[src/core/qmr_pkg.sv]
package qmr_pkg;

  // Channel count and register widths.
  localparam int unsigned NUM_CHAN = 4;
  localparam int unsigned SRC_W    = 4;

  // Register byte offsets on the bus.
  localparam logic [7:0] OFS_MODEM_CTRL = 8'h00; // Channels 0..3 at 0x00..0x0c.
  localparam logic [7:0] OFS_IRQ_ENABLE = 8'h10; // Channels 0..3 at 0x10..0x1c.
  localparam logic [7:0] OFS_EVT_STATUS = 8'h20;
  localparam logic [7:0] OFS_EVT_MASK   = 8'h24;
  localparam logic [7:0] OFS_LINE_STATE = 8'h28;

  // Modem-control field positions.
  localparam int unsigned MC_TERM_READY = 0;
  localparam int unsigned MC_IRQ_OUT_EN = 3;

  // Interrupt source positions, shared by enable register and condition inputs.
  localparam int unsigned SRC_RX_DATA   = 0;
  localparam int unsigned SRC_TX_EMPTY  = 1;
  localparam int unsigned SRC_RX_ERROR  = 2;
  localparam int unsigned SRC_MODEM_CHG = 3;

  // Reset values.
  localparam logic [7:0]       MODEM_CTRL_RST = 8'h00;
  localparam logic [SRC_W-1:0] IRQ_ENABLE_RST = 4'h0;
  localparam logic [3:0]       EVT_RST        = 4'h0;

  // Whole state of the output block.
  typedef struct packed {
    logic [NUM_CHAN-1:0][7:0]       modem_ctrl;
    logic [NUM_CHAN-1:0][SRC_W-1:0] irq_enable;
    logic [NUM_CHAN-1:0]            evt_status;
    logic [NUM_CHAN-1:0]            evt_mask;
    logic [NUM_CHAN-1:0]            pend_prev;
    logic                           sel_s1;
    logic                           sel_s2;
    logic                           alt_s1;
    logic                           alt_s2;
    logic                           ack;
    logic [31:0]                    rdata;
    logic [NUM_CHAN-1:0]            term_ready_n;
    logic [NUM_CHAN-1:0]            chan_irq;
    logic [NUM_CHAN-1:0]            chan_irq_oe;
    logic                           shared_irq_oe;
    logic                           evt_irq;
  } qmr_state_t;

endpackage

[src/core/qmr_outputs.sv]
// The implementer's own choices: the register offsets and the Wishbone interface to the registers.
`timescale 1ns/100ps
`default_nettype none

// Overview of operation
// - Each of four channels has its own active-low terminal-ready output.
// - Writing one to modem-control bit 0 drives terminal-ready low.
// - Writing zero to modem-control bit 0, or any reset, drives it high.
// - Terminal-ready level never affects transmitter or receiver operation.
// - In the default bus mode each channel has an active-high interrupt output.
// - Channel interrupt needs bit 3 enable or select high, enabled source and present condition.
// - Sources: receiver error, receive data, transmit empty, modem status change.
// - In the alternate bus mode channel interrupt pins are released.
// - Select input high enables outputs in the default bus mode; low lets bit 3 decide.
// - Alternate bus mode merges all channels into one active-low wired-OR request.
// - Reset returns every register and output to its reset state.
module qmr_outputs
  import qmr_pkg::*;
(
  // Clock and reset.
  input  wire  logic                           clk_i,
  input  wire  logic                           rst_i,
  // Wishbone slave.
  input  wire  logic                           cyc_i,
  input  wire  logic                           stb_i,
  input  wire  logic                           we_i,
  input  wire  logic [7:2]                     adr_i,
  input  wire  logic [3:0]                     sel_i,
  input  wire  logic [31:0]                    dat_i,
  output logic [31:0]                          dat_o,
  output logic                                 ack_o,
  // Device pins and conditions from the channel logic.
  input  wire  logic                           irq_output_select_i,
  input  wire  logic                           bus_mode_alt_i,
  input  wire  logic [NUM_CHAN-1:0][SRC_W-1:0] irq_cond_i,
  // Modem and interrupt pins.
  output logic [NUM_CHAN-1:0]                  term_ready_n_o,
  output logic [NUM_CHAN-1:0]                  chan_irq_o,
  output logic [NUM_CHAN-1:0]                  chan_irq_oe_o,
  output logic                                 shared_irq_n_o,
  output logic                                 shared_irq_oe_o,
  // Event interrupt.
  output logic                                 irq_o
);

  qmr_state_t q_reg;
  qmr_state_t q_next;

  logic [7:0]          byte_adr;
  logic                bus_req;
  logic                wr_stb;
  logic                rd_stb;
  logic [NUM_CHAN-1:0] pend;
  logic [NUM_CHAN-1:0] gate;

  // Decodes one per-channel register bank; used for both banks.
  function automatic logic bank_hit(input logic [7:0] adr, input logic [7:0] base);
    bank_hit = (adr[7:4] == base[7:4]);
  endfunction

  // Bus strobes: a write lands and a read clears on the acknowledging edge.
  assign byte_adr = {adr_i, 2'b00};
  assign bus_req  = cyc_i & stb_i;
  assign wr_stb   = bus_req & q_reg.ack & we_i & sel_i[0];
  assign rd_stb   = bus_req & q_reg.ack & ~we_i;

  // Per-channel pending and output gating.
  genvar gi;
  generate
    for (gi = 0; gi < NUM_CHAN; gi++) begin : g_chan
      assign pend[gi] = |(q_reg.irq_enable[gi] & irq_cond_i[gi]);
      assign gate[gi] = q_reg.sel_s2 | q_reg.modem_ctrl[gi][MC_IRQ_OUT_EN];
    end
  endgenerate

  // Next-state logic for the whole block.
  always_comb begin
    q_next = q_reg;
    // Pins come from outside the clock domain; only the second stage is read.
    q_next.sel_s1 = irq_output_select_i;
    q_next.sel_s2 = q_reg.sel_s1;
    q_next.alt_s1 = bus_mode_alt_i;
    q_next.alt_s2 = q_reg.alt_s1;
    // Acknowledge one cycle after the request, then drop for a cycle.
    q_next.ack   = bus_req & ~q_reg.ack;
    // Read data is zero outside the answering cycle, so a stray sample reads nothing.
    q_next.rdata = 32'h0000_0000;
    if (bus_req && !q_reg.ack && !we_i) begin
      if (bank_hit(byte_adr, OFS_MODEM_CTRL)) begin
        q_next.rdata[7:0] = q_reg.modem_ctrl[byte_adr[3:2]];
      end else if (bank_hit(byte_adr, OFS_IRQ_ENABLE)) begin
        q_next.rdata[SRC_W-1:0] = q_reg.irq_enable[byte_adr[3:2]];
      end else if (byte_adr == OFS_EVT_STATUS) begin
        q_next.rdata[NUM_CHAN-1:0] = q_reg.evt_status;
      end else if (byte_adr == OFS_EVT_MASK) begin
        q_next.rdata[NUM_CHAN-1:0] = q_reg.evt_mask;
      end else if (byte_adr == OFS_LINE_STATE) begin
        q_next.rdata[11:0] = {q_reg.alt_s2, q_reg.sel_s2, 2'b00, pend, q_reg.term_ready_n};
      end
    end
    // Register writes; unmapped writes are acknowledged and dropped.
    if (wr_stb) begin
      if (bank_hit(byte_adr, OFS_MODEM_CTRL)) begin
        q_next.modem_ctrl[byte_adr[3:2]] = dat_i[7:0];
      end else if (bank_hit(byte_adr, OFS_IRQ_ENABLE)) begin
        q_next.irq_enable[byte_adr[3:2]] = dat_i[SRC_W-1:0];
      end else if (byte_adr == OFS_EVT_MASK) begin
        q_next.evt_mask = dat_i[NUM_CHAN-1:0];
      end
    end
    // Sticky events on a new pending cause; a set in the clearing read wins.
    q_next.pend_prev = pend;
    if (rd_stb && byte_adr == OFS_EVT_STATUS) begin
      q_next.evt_status = EVT_RST;
    end
    q_next.evt_status = q_next.evt_status | (pend & ~q_reg.pend_prev);
    q_next.evt_irq    = |(q_next.evt_status & q_next.evt_mask);
    // Taken from the next state so the pin moves on the edge at which the write lands.
    // Terminal-ready follows bit 0, inverted.
    // Nothing in the serial path reads this level.
    q_next.term_ready_n = ~{q_next.modem_ctrl[3][MC_TERM_READY],
                            q_next.modem_ctrl[2][MC_TERM_READY],
                            q_next.modem_ctrl[1][MC_TERM_READY],
                            q_next.modem_ctrl[0][MC_TERM_READY]};
    // Released pins also carry zero, so a later mode change starts from a known level.
    // Channel pins driven only in the default bus mode.
    q_next.chan_irq_oe = q_reg.alt_s2 ? '0 : gate;
    q_next.chan_irq    = q_reg.alt_s2 ? '0 : (gate & pend);
    // Bit 3 does not gate the shared request; that gate belongs to the default mode.
    // Wired-OR request pulls low while any channel is pending.
    q_next.shared_irq_oe = q_reg.alt_s2 & (|pend);
  end

  // State register with synchronous reset.
  // A synchronous reset cannot clear the registers on a glitch between edges.
  always_ff @(posedge clk_i) begin
    if (rst_i) begin
      // Every register and output back to reset.
      q_reg              <= '0;
      q_reg.modem_ctrl   <= {NUM_CHAN{MODEM_CTRL_RST}};
      q_reg.irq_enable   <= {NUM_CHAN{IRQ_ENABLE_RST}};
      q_reg.term_ready_n <= '1;
    end else begin
      q_reg <= q_next;
    end
  end

  // Outputs straight from flip-flops, except the constant shared_irq_n_o.
  assign dat_o           = q_reg.rdata;
  assign ack_o           = q_reg.ack;
  assign term_ready_n_o  = q_reg.term_ready_n;
  assign chan_irq_o      = q_reg.chan_irq;
  assign chan_irq_oe_o   = q_reg.chan_irq_oe;
  assign shared_irq_n_o  = 1'b0; // Open drain: only the enable moves.
  assign shared_irq_oe_o = q_reg.shared_irq_oe;
  assign irq_o           = q_reg.evt_irq;

  // Per-channel checks; one copy per channel so a fault names its channel.
  generate
    for (gi = 0; gi < NUM_CHAN; gi++) begin : g_chk

    end
  endgenerate
endmodule // qmr_outputs

`default_nettype wire

[config.mk]
export PLATFORM = sky130hd
export DESIGN_NAME = qmr_outputs
export DESIGN_NICKNAME = d
export VERILOG_FILES = /design/src/core/qmr_pkg.sv /design/src/core/qmr_outputs.sv
export SDC_FILE = /design/constraint.sdc
export NUM_CORES = 1
export LEC_CHECK = 0
export ABC_AREA = 1
export BUFFER_PORTS_ARGS = -buffer_cell sky130_fd_sc_hd__buf_2
export CORE_UTILIZATION = 29
export DETAILED_ROUTE_END_ITERATION = 8
export PLACE_DENSITY = 0.56
export SLEW_MARGIN = 20
export SYNTH_ARGS = -nofsm -noshare
export SYNTH_HDL_FRONTEND = slang
export SYNTH_SLANG_ARGS = --single-unit
[constraint.sdc]
create_clock -name clk_i -period 3.4 [get_ports clk_i]
set_input_delay 0.17 -clock clk_i [delete_from_list [all_inputs] [get_ports clk_i]]
set_output_delay 0.17 -clock clk_i [all_outputs]
set_load 0.02 [all_outputs]
==> results of run 1 <==
==> routing by layer <==
layer	global-route usage	vias to the layer above	wire length [um]
met5	0	-	0
met4	0.0720	0	249
met3	0.0314	22	434
met2	0.250	90	4720
met1	0.182	1489	4520
li1	-	1729	-
==> worst reg2reg max path, cell delays in order, from the launching register on <==
cell and delay, ns:
dfxtp_1 0.38, nand3_1 0.14, nor2_4 0.20, inv_2 0.10, nor2_8 0.21, nand2_1 0.34
nand2_1 0.17, nand2_1 0.06, nor2_1 0.17, inv_1 0.05
==> final timing paths <==
check	startpoint	end	slack (ns)	cells after the start
hold / removal	bus_mode_alt_i	q_next[47]	0.03	3
hold reg to reg	q_next[47]	q_reg[47]	0.41	2
setup / recovery	ack_o	term_ready_n_o[2]	1.49	9
setup reg to reg	ack_o	term_ready_n_o[2]	1.49	9
==> where the power goes <==
part / internal, mW / switching [mW] / total (mW)
sequential: 1.05 / 0.00195 / 1.05
clock: 0.517 / 0.449 / 0.967
combinational: 0.0283 / 0.0900 / 0.118
==> cell usage after synthesis, types with 2 or more instances <==
cell / number
nand2_1: 129
dfxtp_1: 89
inv_1: 68
a21oi_1: 55
buf_4: 45
o21ai_0: 39
nor2_1: 38
nand3_1: 19
clkbuf_1: 9
o2111ai_1: 7
buf_2: 6
a22oi_1: 5
nand4_1: 5
nor3_1: 5
o22ai_1: 4
inv_2: 2
nand2_2: 2
nor2_2: 2
nor2_4: 2
or2_2: 2
==> layout by cell type, fill, tap and decap left out, types with 3 or more instances in the layout <==
cell,instances
conb_1,23
clkbuf_16,9
buf_2,62
nor3_1,5
nand3_1,19
nand2_1,129
o2111ai_1,7
a22oi_1,5
a21oi_1,55
o21ai_0,39
nor2_1,38
o22ai_1,4
nand4_1,5
inv_1,68
dfxtp_1,89
inv_8,3
==> cell families after synthesis <==
group,Yosys count,synth area share
AOI/OAI and AO/OA,114,0.159
buffers and inverters,131,0.171
other,1,0.000950
and+or+nand+nor,205,0.217
DFF,89,0.451
==> area by class of cell <==
type                    count  area, um^2
fillers                  1421        8800
clock inverters             7        67.6
flip-flops and latches     89        1780
repair buffers             63         318
multi-input cells         342        1570
clock buffers               9         225
inverters                  70         263
well taps                 176         220
==> impl_metrics.toml, run 1 <==
[timing]
drv_slew = 0
fin_tns_setup_ns = 0
clock_skew_ns = 0.0105
worst_slew_pin_slew_ns = 0.896
period_needed_ns = 1.91
finalSetupViolCount = 0
fin_ws_ns = 1.49
fmax_mhz = 524
finalCritPeriodShare = 0.561
holdWs_ns = 0.0326
maxSlewHeadroom = 0.402
rsz0062_at_grt = "no"
hold_violations = 0

[clocking]
cts_tree = "yes"
cts_setup_buffers = 0
cts_sinks = 89
cts_root_buffer = "clkbuf_16"
cts_buffer_depth = 2
cts-htree-levels = 3
post_cts_resize_count = 0
clk_latency_ns = 0.34
hold_buffers = 0
numCtsBuffers = 9
cts.clk_slew.worst_paths_ns = 0.07

[synth]
synth_top_area_frac = 0.451
postSynthCellCount = 540
synth_flop_cell = "dfxtp_1"
synthTopCellsByArea = "dfxtp_1 (45%), nand2_1 (12%), buf_4 (8.6%)"
synthArstFlopShare = 0
synth_seq_cells = 89
synth_seq_area_share = 0.451
avgSynthCellArea_um2 = 7.31
yosysWarnings = 0
synth_cell_type_count = 27
synth_edf_count = 0
synthesis.area_um2 = 3950
synth_top_area_cell = "dfxtp_1"

[worst_setup_path]
crit_buf_inv = 2
worstPathRequired_ns = 3.63
worstPathArrival_ns = 2.14
cp_top_family = "simple AND/OR/NAND/NOR gates"
crit_path_max_incr_delay_ns = 0.38
end_kind = "flop"
cpMostUsedCell = "nand2_1"
crit_path_cell_trace = "nand3_1 -> nor2_4 -> inv_2 -> nor2_8 -> nand2_1 -> nand2_1 -> nand2_1 -> nor2_1 -> inv_1"
cp_slowest_cell = "dfxtp_1"
worstPathMaxFanout = 12
crit_type = "reg -> reg"
cp-start-kind = "flop"

[placement]
place.gp.congestion = 0.879
dpl.hpwl_um = 7400
dpl_worst_slack_ns = 1.34
io_buffers = 62
placed_area_um2 = 4150
dp_cells = 740

[floorplan]
core_area_um2 = 13200
die_x_um = 119
die-area_um2 = 14100
initial_core_util = 0.298
pin_count = 113
die_h_um = 119
core.rowCount = 42

[finish]
largest_reg_flops = 62
drive_gt1_frac = 0.155
final_area_um2 = 4450
diodes = 0
fin_cells = 756
area_delta_synth_final_pct = 12.7
final_core_util = 0.336
nets = 640

[min_path]
hp-class = "in -> reg"

[pwr]
vdd_drop_max_mv = 0.228
p_per_area_nw_per_um2 = 480
total_leakage_power_nw = 1.87
total_power_mw = 2.13

[global_route]
gr-usage-all-layers = 0.150
grt.overflow.total = 0
grt_max_degree = 36
antenna_found_initial = 0
grt_pass1_vias = 3212
grt_pass1_wl_um = 16300

[route]
vias = 3330
wire_per_inst_um = 13.1
routed_via_density = 4.40
first_iter_violations = 200
drc_errors = 0
dr.pass1.iters = 4
wl_um = 9930
ant_nets = 0

[status]
status = "complete, no violations"

[run]
cap_violations = 0
Power figures use the tool's default switching activity.
==> run 2: changes to the inputs <==
- PLACE_DENSITY: 0.56 -> 0.57
- clock period: 3.4 -> 1.6 ns (I/O delays scaled with it)
==> run 2 against run 1 <==
Cell area grew 4.2%. Wire length increased by 3.3%. Via count up 3.1%. Critical endpoint is now q_reg[68].
==> impl_metrics.toml, run 2 (same netlist as run 1, synthesis figures left out) <==
[finish]
area_delta_synth_final_pct = 17.4
nFillCells = 1428
nets = 662
diodes = 0
largest_reg_flops = 62
final_cell_mix = "nand2_1 (129), dfxtp_1 (89), inv_1 (68), buf_2 (62), a21oi_1 (55)"
multi_input_area_um2 = 1580
seq_area_um2 = 1780
drive_gt1_frac = 0.183
final_area_um2 = 4630
final_common_cell = "nand2_1"
final_core_util = 0.350

[clocking]
cts_sinks = 89
cts_setup_buffers = 0
cts_root_buffer = "clkbuf_16"
cts_tree = "yes"
numCtsBuffers = 9
cts-htree-levels = 3
cts_buffer_depth = 2
cts.clk_slew.worst_paths_ns = 0.06
clk_latency_ns = 0.33

[worst_setup_path]
reg2reg_slack_ns = 0.14
worstPathMaxFanout = 8
crit_type = "reg -> reg"
worstPathRequired_ns = 1.81
r2r-start = "ack_o"
worstPathArrival_ns = 1.67
reg2regPathDepth = 8
cp-start-kind = "flop"
reg2reg_to = "q_reg[68]"
end_kind = "flop"

[route]
vias = 3432
ant_nets = 0
wire_per_inst_um = 13.2
drc_errors = 0
routed_via_density = 4.42
first_iter_violations = 231
wl_um = 10300
dr.pass1.iters = 4

[placement]
placed_area_um2 = 4300
io_buffers = 62
dpl.hpwl_um = 7910
place.gp.congestion = 0.885
dpl_worst_slack_ns = 0.141

[global_route]
gr-usage-all-layers = 0.151
grt_pass1_wl_um = 16400
grt_max_degree = 30
grt.overflow.total = 0
antenna_found_initial = 0
grt_pass1_vias = 3274

[timing]
rsz0062_at_grt = "yes"
period_needed_ns = 1.46
holdWs_ns = 0.0159
hold_violations = 0
fmax_mhz = 685
finalSetupViolCount = 0
drv_slew = 0
finalCritPeriodShare = 0.912
fin_tns_setup_ns = 0
clock_skew_ns = 0.00516
fin_ws_ns = 0.141

[floorplan]
pin_count = 113
die_x_um = 119
initial_core_util = 0.298
die_h_um = 119
core.rowCount = 42
core_area_um2 = 13200
die-area_um2 = 14100

[pwr]
vdd_drop_max_mv = 0.478
p_per_area_nw_per_um2 = 1000
total_leakage_power_nw = 1.99

[run]
cap_violations = 0

[status]
status = "complete, no violations"

[min_path]
hp-start = "rst_i"
min_path_cells = 2
holdPathEnd = "ack_o"
hp-class = "in -> reg"
-- run 2: changes by cell type in the layout (fill, tap and decap cells not counted), sizes merged, moves of 2 or more --
cell / previous run / this run
clkbuf: 9 / 11
buf: 63 / 83
dlygate4sd3: 0 / 2
clkinv: 1 / 3
inv: 75 / 70
-- run 2: worst max path at each step --
stage | start | slack, ns | depth (start not counted) | end
final | ack_o | 0.14 | 8 | q_reg[68]
after global routing | ack_o | -0.009 | 8 | q_reg[102]
after CTS | ack_o | 0.13 | 8 | q_reg[63]
after detailed placement | ack_o | 0.14 | 8 | term_ready_n_o[0]
after global placement | adr_i[3] | 0.15 | 11 | irq_o
after floorplan | ack_o | 0.06 | 8 | q_reg[102]
-- run 2: layout make-up --
cell class                      instances  share of cell area
Clock inverter                          4              0.0113
Multi-Input combinational cell        342               0.340
Sequential cell                        89               0.384
Inverter                               70              0.0567
Tap cell                              176              0.0475
Clock buffer                           11              0.0545
Timing Repair Buffer                   85               0.105
-- run 2: through the flow --
stage	total power, mW	std cells
5_1_grt	4.82	777
6_report	4.65	777
3_3_place_gp	2.55	760
3_5_place_dp	2.55	760
4_1_cts	4.69	777
2_1_floorplan	2.48	562
-- run 2: routing by layer --
metal / track usage / up-vias / share of wire
met5: 0 / - / 0
met1: 0.185 / 1571 / 0.45
met2: 0.258 / 77 / 0.49
met3: 0.0338 / 14 / 0.040
li1: - / 1770 / -
met4: 0.0538 / 0 / 0.019
-- run 2: repair_timing --
item                                    in CTS  in global routing
endpoints found under the hold margin        2                  0
hold buffers                                 2                  0
endpoints found under the setup margin       0                  8
gates resized for setup                      0                  3
-- run 2: worst max-delay path, stage by stage (launching register included) --
cell     delay, ns
dfxtp_1       0.34
nand3_1       0.12
nor2_4        0.12
inv_2         0.08
nor2_1        0.11
buf_4         0.15
nand2_1       0.16
o21ai_0       0.20
a21oi_1       0.06
-- run 2: report_power, final --
| group | leakage [nW] | total (mW) | switching, mW | internal (mW) |
|---|---|---|---|---|
| combinational | 1.12 | 0.277 | 0.198 | 0.0787 |
| sequential | 0.718 | 2.23 | 0.00410 | 2.22 |
| clock | 0.152 | 2.14 | 0.852 | 1.29 |
| total | 1.99 | 4.65 | 1.05 | 3.59 |
==> run 3: changes to the inputs <==
- PLACE_DENSITY: 0.57 -> default
- PLACE_DENSITY_LB_ADDON: default -> 0.15
==> run 3 against run 2 <==
Critical path depth increased by 2. Cell area up 3.2%. Count of clock-buffer cells in the layout fell by 1. Worst setup slack got worse by 0.011 ns. Via count is 1.9% higher. First-iteration DRC count shrank 23%. Worst hold slack lost 0.0027 ns. Sequential share of layout area fell by 1.2 points. Sequential power is essentially flat. Power rose by 9.9%. Fmax is 0.75% lower. Largest cell class unchanged.
==> impl_metrics.toml, run 3 (same netlist as run 1, synthesis figures left out) <==
[run]
cap_violations = 0

[pwr]
comb_power_share = 0.056
seqPwrFrac = 0.437
clock_power_share = 0.507
p_per_area_nw_per_um2 = 1070
switching_share = 0.212
total_leakage_power_nw = 2.05
p_int_mw = 4.02
p_switching_mw = 1.08
vdd_drop_max_mv = 0.469

[global_route]
grt_max_degree = 34
antenna_found_initial = 0
gr-usage-all-layers = 0.160
grt_pass1_wl_um = 17000
grt_pass1_vias = 3197
grt.overflow.total = 0

[timing]
finalSetupViolCount = 0
drv_slew = 0
fmax_mhz = 680
finalCritPeriodShare = 0.919
clock_skew_ns = 0.00764
hold_violations = 0
fin_tns_setup_ns = 0
rsz0062_at_grt = "yes"
period_needed_ns = 1.47

[clocking]
clk_latency_ns = 0.35
cts_root_buffer = "clkbuf_16"
cts-htree-levels = 3
cts_buffer_depth = 2
numCtsBuffers = 9
cts_tree = "yes"
cts.clk_slew.worst_paths_ns = 0.06
cts_sinks = 89

[placement]
place.gp.congestion = 0.827
dpl.hpwl_um = 8120
io_buffers = 62
dp_cells = 760
placed_area_um2 = 4320

[worst_setup_path]
reg2regPathDepth = 10
r2r-start = "ack_o"
reg2reg_to = "irq_o"
worstPathMaxFanout = 5
cp-start-kind = "flop"
crit_type = "reg -> reg"
worstPathRequired_ns = 1.82
reg2reg_slack_ns = 0.13
end_kind = "flop"
worstPathArrival_ns = 1.69

[min_path]
hp-start = "dat_i[6]"
hp-class = "in -> reg"
min_path_cells = 3
holdPathEnd = "q_reg[93]"

[finish]
final_area_um2 = 4780
nets = 667
drive_gt1_frac = 0.198
fin_cells = 782
area_delta_synth_final_pct = 21.1
final_common_cell = "nand2_1"
final_core_util = 0.361
final_cell_mix = "nand2_1 (124), dfxtp_1 (89), inv_1 (67), buf_2 (62), a21oi_1 (55)"
largest_reg_flops = 62
diodes = 0

[floorplan]
initial_core_util = 0.298
core_area_um2 = 13200
die_x_um = 119
core.rowCount = 42
die-area_um2 = 14100
die_h_um = 119
pin_count = 113

[route]
first_iter_violations = 179
dr.pass1.iters = 5
vias = 3497
wire_per_inst_um = 14.0
ant_nets = 0
routed_via_density = 4.47
wl_um = 10900
drc_errors = 0

[status]
status = "complete, no violations"
-- run 3: cell count changes in the layout (fill, tap and decap cells not counted), moves of 2 or more --
cell	before	now
clkinv_4	2	0
nand2_2	2	5
buf_4	21	23
nand2_4	0	2
nand2_1	129	124
clkinvlp_4	0	2
o21ai_0	37	34
bufinv_16	1	4
o21ai_1	2	5
-- run 3: per-layer routing --
| layer | wire length [um] | GRT usage | vias to the layer above | part of all wire |
|---|---|---|---|---|
| li1 | - | - | 1785 | - |
| met1 | 5050 | 0.203 | 1602 | 0.46 |
| met2 | 5150 | 0.261 | 92 | 0.47 |
| met3 | 490 | 0.0381 | 18 | 0.045 |
| met4 | 227 | 0.0633 | 0 | 0.021 |
| met5 | 0 | 0 | - | 0 |
-- run 3: critical path, cell delays in order, from the launching register on --
cell	delay (ns)
dfxtp_1	0.36
nand3_1	0.13
nor2_4	0.14
buf_4	0.16
nand3_2	0.11
nand2_1	0.12
nand2_1	0.07
nand2_1	0.06
nand2_1	0.05
nor2_1	0.10
nor2_1	0.05
-- run 3: metrics by stage --
stage          power (mW)  setup WS [ns]  hold slack (ns)
6_report             5.10          0.130           0.0131
5_1_grt              5.29        -0.0232           0.0107
3_5_place_dp         2.56         0.0126            0.297
4_1_cts              5.15       0.000403          0.00530
2_1_floorplan        2.48         0.0576            0.187
3_3_place_gp         2.55         0.0183            0.291
-- run 3: final cells by class --
type	count	area [um^2]
tap	176	220
timing repair buffer	89	533
multi-input combinational	343	1610
inverter	70	269
clock inverter	5	128
sequential	89	1780
fill	1440	8460
clock buffer	10	239
-- run 3: timing repair --
item / CTS / global route
endpoints found under the setup margin: 0 / 39
setup buffers: 0 / 3
hold buffers: 3 / 0
gates resized for setup: 0 / 15
hold endpoints to repair: 3 / 0
-- run 3: worst max path at each step --
stage / from / slack, ns / depth (start not counted) / endpoint
after detailed placement: ack_o / 0.01 / 8 / term_ready_n_o[0]
after CTS: ack_o / 0.0004 / 8 / term_ready_n_o[0]
final: ack_o / 0.13 / 10 / irq_o
after global routing: ack_o / -0.02 / 10 / irq_o
after global placement: ack_o / 0.02 / 8 / term_ready_n_o[0]
after floorplan: ack_o / 0.06 / 8 / q_reg[102]
-- run 3: power by group through the flow --
| stage | sequential (mW) | combinational [mW] | clock [mW] |
|---|---|---|---|
| after global placement | 2.28 | 0.276 | 0 |
| final | 2.23 | 0.288 | 2.59 |
| after detailed placement | 2.28 | 0.278 | 0 |
| after floorplan | 2.28 | 0.198 | 0 |
| after CTS | 2.23 | 0.284 | 2.64 |
| after global routing | 2.23 | 0.315 | 2.75 |
